**config.mk**
```make
export PLATFORM = sky130hd
export DESIGN_NAME = pcpd_top
export DESIGN_NICKNAME = d
export VERILOG_FILES = /design/src/pcpd_pkg.sv /design/src/pcpd_sync.sv /design/src/pcpd_top.sv
export SDC_FILE = /design/constraint.sdc
export NUM_CORES = 1
export LEC_CHECK = 0
export BUFFER_PORTS_ARGS = -buffer_cell sky130_fd_sc_hd__buf_2
export CAP_MARGIN = 20
export CORE_MARGIN = 2
export CORE_UTILIZATION = 46
export DETAILED_ROUTE_END_ITERATION = 8
export GPL_TIMING_DRIVEN = 0
export HOLD_SLACK_MARGIN = 0.12
export PLACE_DENSITY = 0.85
export SLEW_MARGIN = 20
export SYNTH_ARGS = -nofsm -noshare
export SYNTH_HDL_FRONTEND = slang
export SYNTH_SLANG_ARGS = --single-unit
```
**constraint.sdc**
```tcl
create_clock -name clk -period 1.65 [get_ports clk]
set_input_delay 0.0825 -clock clk [delete_from_list [all_inputs] [get_ports clk]]
set_output_delay 0.0825 -clock clk [all_outputs]
set_load 0.01 [all_outputs]
```
**src/pcpd_pkg.sv**
```systemverilog
/*
  pcpd_pkg: constants and carrier types for the pin-controlled power-down
  block. Assumes a single 40 MHz clock domain.
*/
package pcpd_pkg;
  localparam int unsigned NUM_PINS      = 8;
  localparam int unsigned CLK_PERIOD_NS = 25;
  localparam int unsigned RECOVER_US    = 1;
  // longest time: round down, at least one cycle
  localparam int unsigned RECOVER_CYC_RAW =
    (RECOVER_US * 1000) / CLK_PERIOD_NS;
  localparam int unsigned RECOVER_CYC =
    (RECOVER_CYC_RAW < 1) ? 1 : RECOVER_CYC_RAW;
  localparam int unsigned RCNT_W = 6;
  localparam logic [RCNT_W-1:0] RCNT_RST  = 6'h00;
  // cycles spent outside the countdown: two synchroniser stages, the
  // state register, the hold latch and half a cycle of pin skew
  localparam int unsigned WAKE_LAT_CYC = 5;
  localparam logic [RCNT_W-1:0] RCNT_LOAD =
    RCNT_W'(RECOVER_CYC - 1 - WAKE_LAT_CYC);
  localparam logic [NUM_PINS-1:0] PINS_RST = 8'h00;

  typedef enum logic [1:0] {PCPD_RUN, PCPD_SLEEP, PCPD_WAKE} pcpd_state_type;

  // one group of pin signals
  typedef struct packed {
    logic [NUM_PINS-1:0] val;
    logic [NUM_PINS-1:0] oe;
  } pcpd_pins_type;
endpackage

```
**src/pcpd_sync.sv**
```systemverilog
/*
  pcpd_sync: two flip-flop synchroniser for a vector of pin levels.
  Assumes the inputs are asynchronous to clk.
*/
module pcpd_sync
  import pcpd_pkg::*;
#(parameter int unsigned W = 1)
(
  input  wire logic         clk,    // system clock
  input  wire logic         arst_n, // async reset, active low
  input  wire logic [W-1:0] d,      // asynchronous level
  output logic      [W-1:0] q       // synchronised level
);
  logic [W-1:0] meta_reg;

  // first stage is read only by the second
  always_ff @(posedge clk or negedge arst_n) begin
    if (!arst_n) begin
      meta_reg <= '0;
      q        <= '0;
    end else begin
      meta_reg <= d;
      q        <= meta_reg;
    end
  end
endmodule

```
**src/pcpd_top.sv**
```systemverilog
/*
  pcpd_top: power-down gating between device pins and its core logic.
  Assumes the core logic runs on clk and honours core_hold_o by freezing.
  Pin inputs are asynchronous and synchronised here.
*/
// Summary of operation
// with option enabled, the sleep pin acts as power-down control.
// sleep pin high enters power-down; far side holds it high.
// outputs and internal state latch and hold during power-down.
// outputs tristated at entry remain tristated throughout power-down.
// all inputs except the sleep pin are blocked while asleep.
// pin hold latches stay active, keeping last pin levels.
// option is static; disabled, the pin is an ordinary input.
// enabled, the sleep pin never feeds the logic array as data.
// after sleep pin low, full operation resumes within 1 us.
// leaving power-down resumes from held state, no reset.
module pcpd_top
  import pcpd_pkg::*;
#(parameter bit PD_ENABLE = 1'b1)
(
  input  wire logic                clk,               // system clock
  input  wire logic                arst_n,            // async reset
  input  wire logic                sleep_request_pin, // sleep pin level
  input  wire logic [NUM_PINS-1:0] pin_in,            // pin input levels
  input  pcpd_pins_type            core_out,          // core outputs+oe
  output pcpd_pins_type            pin_out,           // pin drive + oe
  output logic      [NUM_PINS-1:0] core_in,           // inputs to core
  output logic                     sleep_as_data,     // pin as data input
  output logic                     core_hold_o,       // freeze core state
  output logic                     keeper_en,         // hold latches on
  output logic                     asleep             // in power-down
);
  logic                sleep_s;      // synced sleep pin level
  logic [NUM_PINS-1:0] pin_s;        // synced pin levels
  pcpd_state_type      state_reg;    // run, sleep or wake
  pcpd_state_type      state_next;   // next state
  logic [RCNT_W-1:0]   rcnt_reg;     // recovery countdown
  logic                sleep_req;    // qualified power-down request
  logic                capture;      // hold latches follow their source
  logic [RCNT_W-1:0]   wake_age_reg; // cycles since the request dropped
  logic                wake_age_run; // age counter is counting

  pcpd_sync #(.W(NUM_PINS + 1)) u_sync (
    .clk    (clk),
    .arst_n (arst_n),
    .d      ({sleep_request_pin, pin_in}),
    .q      ({sleep_s, pin_s})
  );

  // the option is a static strap, so a plain parameter gates it; with
  // the option off the request never reaches the sequencer
  assign sleep_req = PD_ENABLE && sleep_s; // see R1

  // run / sleep / wake sequencing
  always_comb begin
    state_next = state_reg;
    case (state_reg)
      PCPD_RUN: begin
        if (sleep_req) begin
          state_next = PCPD_SLEEP;
        end
      end
      PCPD_SLEEP: begin
        // stay asleep for as long as the far side holds the pin high
        if (!sleep_req) begin
          state_next = PCPD_WAKE;
        end
      end
      PCPD_WAKE: begin
        // a new request during recovery goes straight back to sleep
        if (sleep_req) begin
          state_next = PCPD_SLEEP;
        end else if (rcnt_reg == RCNT_RST) begin
          state_next = PCPD_RUN;
        end
      end
      default: begin
        state_next = PCPD_RUN;
      end
    endcase
  end

  // state register; only arst_n resets it, waking never does
  always_ff @(posedge clk or negedge arst_n) begin
    if (!arst_n) begin
      state_reg <= PCPD_RUN;
    end else begin
      state_reg <= state_next;
    end
  end

  // recovery countdown, reloaded while asleep; the load value leaves
  // room for the synchroniser and the hold latch inside 1 us
  always_ff @(posedge clk or negedge arst_n) begin
    if (!arst_n) begin
      rcnt_reg <= RCNT_RST;
    end else if (state_reg == PCPD_SLEEP) begin
      rcnt_reg <= RCNT_LOAD;
    end else if (rcnt_reg != RCNT_RST) begin
      rcnt_reg <= rcnt_reg - 6'h01;
    end
  end

  // latches follow their sources only when the next state is run, so
  // the last pre-sleep values stay frozen through sleep and recovery
  assign capture = (state_next == PCPD_RUN); // see R3

  // per-pin hold latches; value and enable are held together, so a pin
  // that was tristate at entry cannot start driving while asleep
  for (genvar i = 0; i < NUM_PINS; i++) begin : g_pin
    logic in_bit_reg;  // level handed to the core
    logic val_bit_reg; // level driven on the pin
    logic oe_bit_reg;  // pin drive enable

    always_ff @(posedge clk or negedge arst_n) begin
      if (!arst_n) begin
        in_bit_reg  <= PINS_RST[i];
        val_bit_reg <= PINS_RST[i];
        oe_bit_reg  <= PINS_RST[i];
      end else if (capture) begin
        in_bit_reg  <= pin_s[i];        // see R5
        val_bit_reg <= core_out.val[i];
        oe_bit_reg  <= core_out.oe[i];
      end
    end

    assign core_in[i]     = in_bit_reg;
    assign pin_out.val[i] = val_bit_reg;
    assign pin_out.oe[i]  = oe_bit_reg;

  end

  // age of the current recovery, only for checking the wake bound
  assign wake_age_run = core_hold_o && !sleep_req;

  // saturates so that a stuck hold cannot wrap back into range
  always_ff @(posedge clk or negedge arst_n) begin
    if (!arst_n) begin
      wake_age_reg <= RCNT_RST;
    end else if (!wake_age_run) begin
      wake_age_reg <= RCNT_RST;
    end else if (wake_age_reg != 6'h3F) begin
      wake_age_reg <= wake_age_reg + 6'h01;
    end
  end

  // core is frozen, never reset, so it resumes where it stopped
  assign core_hold_o = (state_reg != PCPD_RUN); // see R3
  assign asleep      = (state_reg == PCPD_SLEEP);
  assign keeper_en   = (state_reg != PCPD_RUN);
  // enabled: pin carries no data into the array
  assign sleep_as_data = PD_ENABLE ? 1'b0 : sleep_s; // see R8
endmodule

```
# ---- Word level (Yosys, flattened, before mapping)
# Index checks and enable logic that the tools add are counted.
dict set report word_totals {
  inputBits 27
  reg_bits 50
  elab_cells 44
}
dict set report op_classes {
  n_reduce_logical 6
  eq_ne 2
  muxes 7
  addsub 1
}
# op n
set ops {}
lappend ops {{two-way mux 6 bit} 2}
lappend ops {{two-way mux 2 bit} 4}
lappend ops {{logical NOT 6 bit} 1}
lappend ops {{one-hot mux 2 bit (3 select lines)} 1}
lappend ops {{nonzero test 6 bit} 1}
lappend ops {{subtractor 6 x 1 -> 6 bit (second input constant)} 1}
lappend ops {{logical NOT 2 bit} 2}
lappend ops {{nonzero test 2 bit} 2}
lappend ops {{equality test 2 x 1 -> 1 bit (second input constant)} 1}
lappend ops {{equality test 2 bit (second input constant)} 1}

# ---- Longest topological paths before layout
# Gate-level depths: netlist of run 1.
dict set report logic_depth {
  depth_word 5
  depth_mapped 6
  mapped_depth_nobuf 6
}

# ---- Cells and area by module
# From an unflattened synthesis of run 1, not the netlist that was laid out.
dict set report unflattened {
  cells_unflattened 138
  hier_area_um2 2082.0
}
# module area_each_um2 seq_area_each_um2 n_inst cells_each
set by_module_without_submodules {}
lappend by_module_without_submodules {pcpd_top 1631.6 800.8 1 120}
lappend by_module_without_submodules {pcpd_sync 450.4 450.4 1 18}

# ---- Worst setup path before layout of run 1
# Ideal clock, no wire load.
dict set report synth_path {
  kind {reg2reg}
  from {register rcnt_reg[0]}
  to {register g_pin[0].in_bit_reg}
  path_stages_with_launch 7
  period_less_slack_ns 1.767
  arrival_time_ns 1.642
  path_slack_ns -0.117
  path_cell_list {dfrtp_1 > inv_1 > ha_1 > nand4_2 > a31oi_4 > buf_6 > mux2_4}
}
dict set report synth_via {
  elab_chain_len 5
}
# item line
set synth_lines {}
lappend synth_lines {{start: declaration} pcpd_top.sv:37} ;# logic [RCNT_W-1:0] rcnt_reg;
lappend synth_lines {{start signal: assignment} pcpd_top.sv:100} ;# rcnt_reg <= rcnt_reg - 6'h01;
lappend synth_lines {{logical NOT 6 bit} pcpd_top.sv:73} ;# end else if (rcnt_reg == RCNT_RST) begin
lappend synth_lines {{two-way mux 2 bit} pcpd_top.sv:73}
lappend synth_lines {{two-way mux 2 bit} pcpd_top.sv:71} ;# if (sleep_req) begin
lappend synth_lines {{one-hot mux 2 bit (3 select lines)} pcpd_top.sv:57} ;# case (state_reg)
lappend synth_lines {{logical NOT 2 bit} pcpd_top.sv:106} ;# assign capture = (state_next == PCPD_RUN);
lappend synth_lines {{end signal: assignment} pcpd_top.sv:117} ;# in_bit_reg <= PINS_RST[i];
lappend synth_lines {{end signal: assignment} pcpd_top.sv:121} ;# in_bit_reg <= pin_s[i];
lappend synth_lines {{end: declaration} pcpd_top.sv:111} ;# logic in_bit_reg;
# Every way passes these cells.
# A chain may end at the register's enable or synchronous reset.

# ---- Final worst setup path of run 1
dict set report layout_path {
  from {register state_reg[0]}
  to {register g_pin[5].in_bit_reg}
}
dict set report layout_via {
  elab_chain_len 4
  elab_cells_between_ends 9
}
# item line
set layout_lines {}
lappend layout_lines {{start: declaration} pcpd_top.sv:35} ;# pcpd_state_type state_reg;
lappend layout_lines {{start signal: assignment} pcpd_top.sv:88} ;# state_reg <= state_next;
lappend layout_lines {{two-way mux 2 bit} pcpd_top.sv:73}
lappend layout_lines {{two-way mux 2 bit} pcpd_top.sv:71}
lappend layout_lines {{one-hot mux 2 bit (3 select lines) (*)} pcpd_top.sv:57}
lappend layout_lines {{logical NOT 2 bit (*)} pcpd_top.sv:106}
lappend layout_lines {{end signal: assignment} pcpd_top.sv:117}
lappend layout_lines {{end signal: assignment} pcpd_top.sv:121}
lappend layout_lines {{end: declaration} pcpd_top.sv:111}
# Mark *: on every way between the ends. The rest lies on a longest branch, timed or not.

==> reports/metrics.csv, run 1 <==
metric,value,unit
nets@finish,266,
Layout area overhead,42.2,%
setup TNS after final layout,0,ps
Slew Limit Fails,0,
clock tree from TritonCTS,built,
status,"complete, no violations",
worst-case clock buffer depth,2,
GP Congestion,0.706,
leakage power,1.47,nW
Mean Syn Cell Area,14.6,µm²
"Data required, critical path",1850,ps
largest area contributor in the netlist,dfrtp_1,
routing usage on met3,0.0413,
"commonest non-fill, non-tap cells in the layout","52 x buf_2, 48 x dfrtp_1, 32 x buf_4, 26 x dlygate4sd3_1, 24 x mux2_4",
vias in the first global route,1392,
Mapped Area,2060,µm²
Antenna diodes,0,
Synth Area in XOR/XNOR,0.00849,
Synth Net Count,170,
Hold Crit Class,in2async,
FP Rows,24,
CORE AREA,4320,µm²
largest net degree at the start of global routing,51,
Synth Area in Compound Gates,0.0334,
io pins,55,
Final Setup Violations,0,
Initial DRC Count,123,
kind of critical path,reg2reg,
Final min period,1630,ps
#FFs+latches synth,50,
"Hold Violations, Final",0,
Max-slew headroom,0.599,
grt met1 use,0.189,
routed length per placed instance,13.7,µm
post-synthesis cell count,141,
Pre-Repair DR Iteration Count,4,
distinct cell type count of the synthesized netlist,28,
"leading cell type in the layout, fill and taps excluded",buf_2,
total design power,0.00351,W
sequential fraction of the synthesis area,0.606,
Post-DP HPWL,2.33,mm
top cell type's share of synthesized area,0.606,
Initial Utilization,0.477,
"Max FO, Critical Path",5,
drt total wl,3.97,mm
Power Density,1200,nW/µm²
type of origin of the critical path,register,
GRT Resource Usage Total,0.165,
largest family of logic cells by synthesized area,multiplexers,
H-tree levels,2,
clk_lat worst skew,300,ps
vias per cell,4.51,
number of buffers created by CTS,5,
grt met2 use,0.298,
maximum VDD drop,0.757,mV
clk_skew,7.09,ps
fillers,298,
Die X,71.0,µm
IO buf count,53,
RSZ-0062 raised after global routing,true,
die area,5040,µm²
total gr overflow,0,
Die Y,71.0,µm
clock slew at reported path FFs,100,ps
max_cap viols,0,
worst slew pin tran,602,ps
clock sink count,50,
Post-Synth Adder-Cell Area,0.0121,
antenna violations before repair,0,
number of routed nets with antenna violations,0,
first-pass GRT wire length,6.38,mm
Residual DRC,0,
FMAX,613,MHz
layout cell share with drive strength beyond 1,0.567,
Root Driver,clkbuf_8,
GRT busiest layer,met2,
total number of vias,1308,
post-synthesis mux area share,0.167,
Arrival @ worst endpoint,1830,ps
part of the cycle the worst path needs,0.989,
yosys warns,0,
Simple-Gate Fraction of Synth Area,0.0540,
Crit. End Element,register,
top post-synthesis cells by area,"dfrtp_1 61%, mux2_4 15%, buf_4 9.5%",
-- Yosys cell counts --
cell      count
and3_1        1
mux2_2        4
nor3b_1       1
nand2b_4      1
a21boi_0      1
dfrtp_1      50
xnor2_1       2
nand2_1       2
and2_0        1
o211ai_1      1
buf_6         2
inv_2         1
o21ai_0       1
a31oi_4       1
buf_4        26
nand2b_1      1
a21oi_1       4
ha_1          2
conb_1        1
or2_2         1
nor2_1        5
nand4_2       1
inv_1         5
nand3_1       2
nor3_1        2
a21o_1        1
or3_1         1
mux2_4       20
-- metal layers --
metal  up-vias  wire [µm]  share of wire
met1       644       1550           0.39
li1        633          -              -
met4         0         61          0.015
met3         5        135          0.034
met2        26       2230           0.56
met5         -          0              0
-- cells by family after synthesis --
group | Yosys count
flip-flops | 50
buffers and inverters | 34
XOR/XNOR | 2
AO/OA/AOI/OAI | 9
other | 1
adder cells (fa/ha/maj) | 2
AND/OR/NAND/NOR | 19
multiplexers | 24
-- path summary, 6_finish.rpt --
kind / start / endpoint / slack [ps] / cells after the start
min in group clk: u_sync.meta_reg[2]$_DFF_PN0_ / u_sync.q[2]$_DFF_PN0_ / 350 / 0
min: arst_n / g_pin[5].val_bit_reg$_DFFE_PN0N_ / 330 / 2
min reg2reg: u_sync.meta_reg[2]$_DFF_PN0_ / u_sync.q[2]$_DFF_PN0_ / 350 / 0
max in group asynchronous: arst_n / state_reg[0]$_DFF_PN0_ / 880 / 2
max: state_reg[0]$_DFF_PN0_ / g_pin[5].in_bit_reg$_DFFE_PN0N_ / 20 / 7
max reg2reg: state_reg[0]$_DFF_PN0_ / g_pin[5].in_bit_reg$_DFFE_PN0N_ / 20 / 7
-- timing repair --
action                                 4_1_cts  5_1_grt
hold buffers                                26        0
endpoints found under the hold margin       75        0
cloned                                       1        1
setup buffers                                6        2
pin swaps                                    1        0
resized for setup                            6       11
setup endpoints to repair                   24       24
-- worst max-delay path, cell delays in order, from the launching register on --
cell,delay (ps)
dfrtp_2,450
nand2b_4,90
inv_4,40
a21o_1,180
a31oi_4,180
buf_6,150
clkbuf_16,150
mux2_4,290
-- power breakdown --
part           internal, W  leakage (nW)  switching (W)  total, W
Sequential         0.00144         0.584       0.000151   0.00159
Clock             0.000317        0.0506       0.000426  0.000743
Combinational     0.000717         0.831       0.000457   0.00117
-- layout make-up --
cell class | instances | area [µm²] | area share
sequential | 50 | 1250 | 0.427
clock inverter | 3 | 28.8 | 0.00981
multi-input combinational | 57 | 611 | 0.208
timing repair buffer | 89 | 652 | 0.222
tap | 52 | 65.1 | 0.0222
buffer | 28 | 230 | 0.0785
inverter | 6 | 25.0 | 0.00853
clock buffer | 5 | 68.8 | 0.0235
-- stage by stage --
step	worst slack (ps)	hold WS [ps]	cells	utilization	instance area, µm²
3_3_place_gp	-145	191	246	0.559	2420
4_1_cts	-6.32	357	287	0.662	2860
2_1_floorplan	3.96	-213	141	-	2090
3_5_place_dp	-171	192	246	0.559	2420
5_1_grt	-50.1	364	290	0.679	2930
6_report	17.7	328	290	0.679	2930
Note: power is estimated with default switching activity, not from simulation.
==> run 2: changes to the inputs <==
--- a/config.mk
+++ b/config.mk
@@ -13,6 +13,7 @@
 export GPL_TIMING_DRIVEN = 0
 export HOLD_SLACK_MARGIN = 0.12
 export PLACE_DENSITY = 0.85
+export SETUP_SLACK_MARGIN = 0.05
 export SLEW_MARGIN = 20
 export SYNTH_ARGS = -nofsm -noshare
 export SYNTH_HDL_FRONTEND = slang
==> reports/metrics.csv, run 2 (same netlist as run 1, synthesis figures left out) <==
metric,value,unit
number of routed nets with antenna violations,0,
number of buffers created by CTS,5,
Max-slew headroom,0.601,
RSZ-0062 raised after global routing,true,
Setup WS post-layout,18.5,ps
io pins,55,
Die Y,71.0,µm
part of the cycle the worst path needs,0.989,
Final min period,1630,ps
first-pass GRT wire length,6.38,mm
Root Driver,clkbuf_8,
Initial DRC Count,128,
"commonest non-fill, non-tap cells in the layout","52 x buf_2, 48 x dfrtp_1, 35 x buf_4, 26 x dlygate4sd3_1, 20 x mux2_4",
grt met2 use,0.301,
layout cell share with drive strength beyond 1,0.571,
clk_lat worst skew,300,ps
vias in the first global route,1393,
Layout area overhead,42.0,%
Residual DRC,0,
Die X,71.0,µm
vias per cell,4.53,
die area,5040,µm²
clock slew at reported path FFs,100,ps
internal cell power,0.00248,W
Slew Limit Fails,0,
Initial Utilization,0.477,
Power Density,1200,nW/µm²
grt met1 use,0.189,
status,"complete, no violations",
Comb power frac,0.338,
Crit. End Element,register,
finished layout cell area,2930,µm²
type of origin of the critical path,register,
total gr overflow,0,
clock tree from TritonCTS,built,
Setup Slack @ Placement,-171,ps
nets@finish,268,
routing usage on met3,0.0413,
switch share,0.294,
Antenna diodes,0,
leakage power,1.46,nW
FMAX,613,MHz
Reg power frac,0.451,
maximum VDD drop,0.743,mV
antenna violations before repair,0,
total number of vias,1323,
GP Congestion,0.706,
worst slew pin tran,599,ps
worst r2r path cells,7,
FP Rows,24,
CP Launch Point,state_reg[0]$_DFF_PN0_,
drt total wl,3.91,mm
Post-DP HPWL,2.33,mm
Final Setup Violations,0,
Pre-Repair DR Iteration Count,4,
H-tree levels,2,
kind of critical path,reg2reg,
routed length per placed instance,13.4,µm
GRT Resource Usage Total,0.166,
worst-case clock buffer depth,2,
Hold Crit Class,in2async,
"Hold Violations, Final",0,
largest net degree at the start of global routing,51,
Sw Pwr,0.00104,W
Clk pwr share,0.211,
"Data required, critical path",1840,ps
"leading cell type in the layout, fill and taps excluded",buf_2,
IO buf count,53,
GRT busiest layer,met2,
clock sink count,50,
post-place instance area,2420,µm²
RR Startpoint,state_reg[0]$_DFF_PN0_,
clk_skew,7.04,ps
Arrival @ worst endpoint,1820,ps
max_cap viols,0,
"Max FO, Critical Path",5,
CORE AREA,4320,µm²
[run 2: layout make-up]
class,instances,area [µm²]
well taps,52,65.1
fillers,299,1390
repair buffers,91,663
clock buffers,5,68.8
plain buffers,28,230
inverters,6,25.0
flip-flops and latches,50,1250
multi-input cells,57,596
clock inverters,3,28.8
[run 2: path summary, 6_finish.rpt]
check                                                        end  slack, ps
worst max-delay path             g_pin[1].oe_bit_reg$_DFFE_PN0N_         20
worst min-delay path            g_pin[5].val_bit_reg$_DFFE_PN0N_        330
worst max register to register   g_pin[1].oe_bit_reg$_DFFE_PN0N_         20
worst min register to register             u_sync.q[2]$_DFF_PN0_        350
max in group asynchronous                 state_reg[0]$_DFF_PN0_        880
min in group clk                           u_sync.q[2]$_DFF_PN0_        350
[run 2: power groups by stage]
stage	registers [W]	clock network [W]	logic [W]
2_1_floorplan	0.00156	0	0.000768
3_3_place_gp	0.00159	0	0.000982
3_5_place_dp	0.00160	0	0.00101
4_1_cts	0.00159	0.000773	0.00114
5_1_grt	0.00161	0.000822	0.00130
6_report	0.00159	0.000744	0.00119
[run 2: timing repair]
item | in CTS | in global routing
pin swaps | 1 | 0
hold endpoints to repair | 75 | 0
gates cloned | 1 | 1
resized for setup | 11 | 1
buffers inserted | 7 | 3
setup endpoints to repair | 24 | 24
hold buffers | 26 | 0
[run 2: metal layers]
metal  wire length, µm  part of all wire
met5                 0                 0
met4                71             0.018
met3               135             0.034
met2              2190              0.56
met1              1520              0.39
[run 2: critical path, stage by stage, from the launching register on]
cell	delay, ps
dfrtp_2	450
nand2b_4	90
inv_4	30
a21o_1	180
a31oi_4	190
buf_6	150
buf_8	120
mux2_4	300
[run 2: metrics by stage]
step | total power, W | utilization | hold slack [ps] | setup TNS [ps] | instances
floorplan | 0.00233 | - | -213 | 0 | 141
global placement | 0.00257 | 0.559 | 191 | -2710 | 246
detailed placement | 0.00262 | 0.559 | 192 | -3240 | 246
CTS | 0.00350 | 0.666 | 357 | 0 | 288
global route | 0.00373 | 0.678 | 364 | -841 | 292
finish | 0.00352 | 0.678 | 326 | 0 | 292
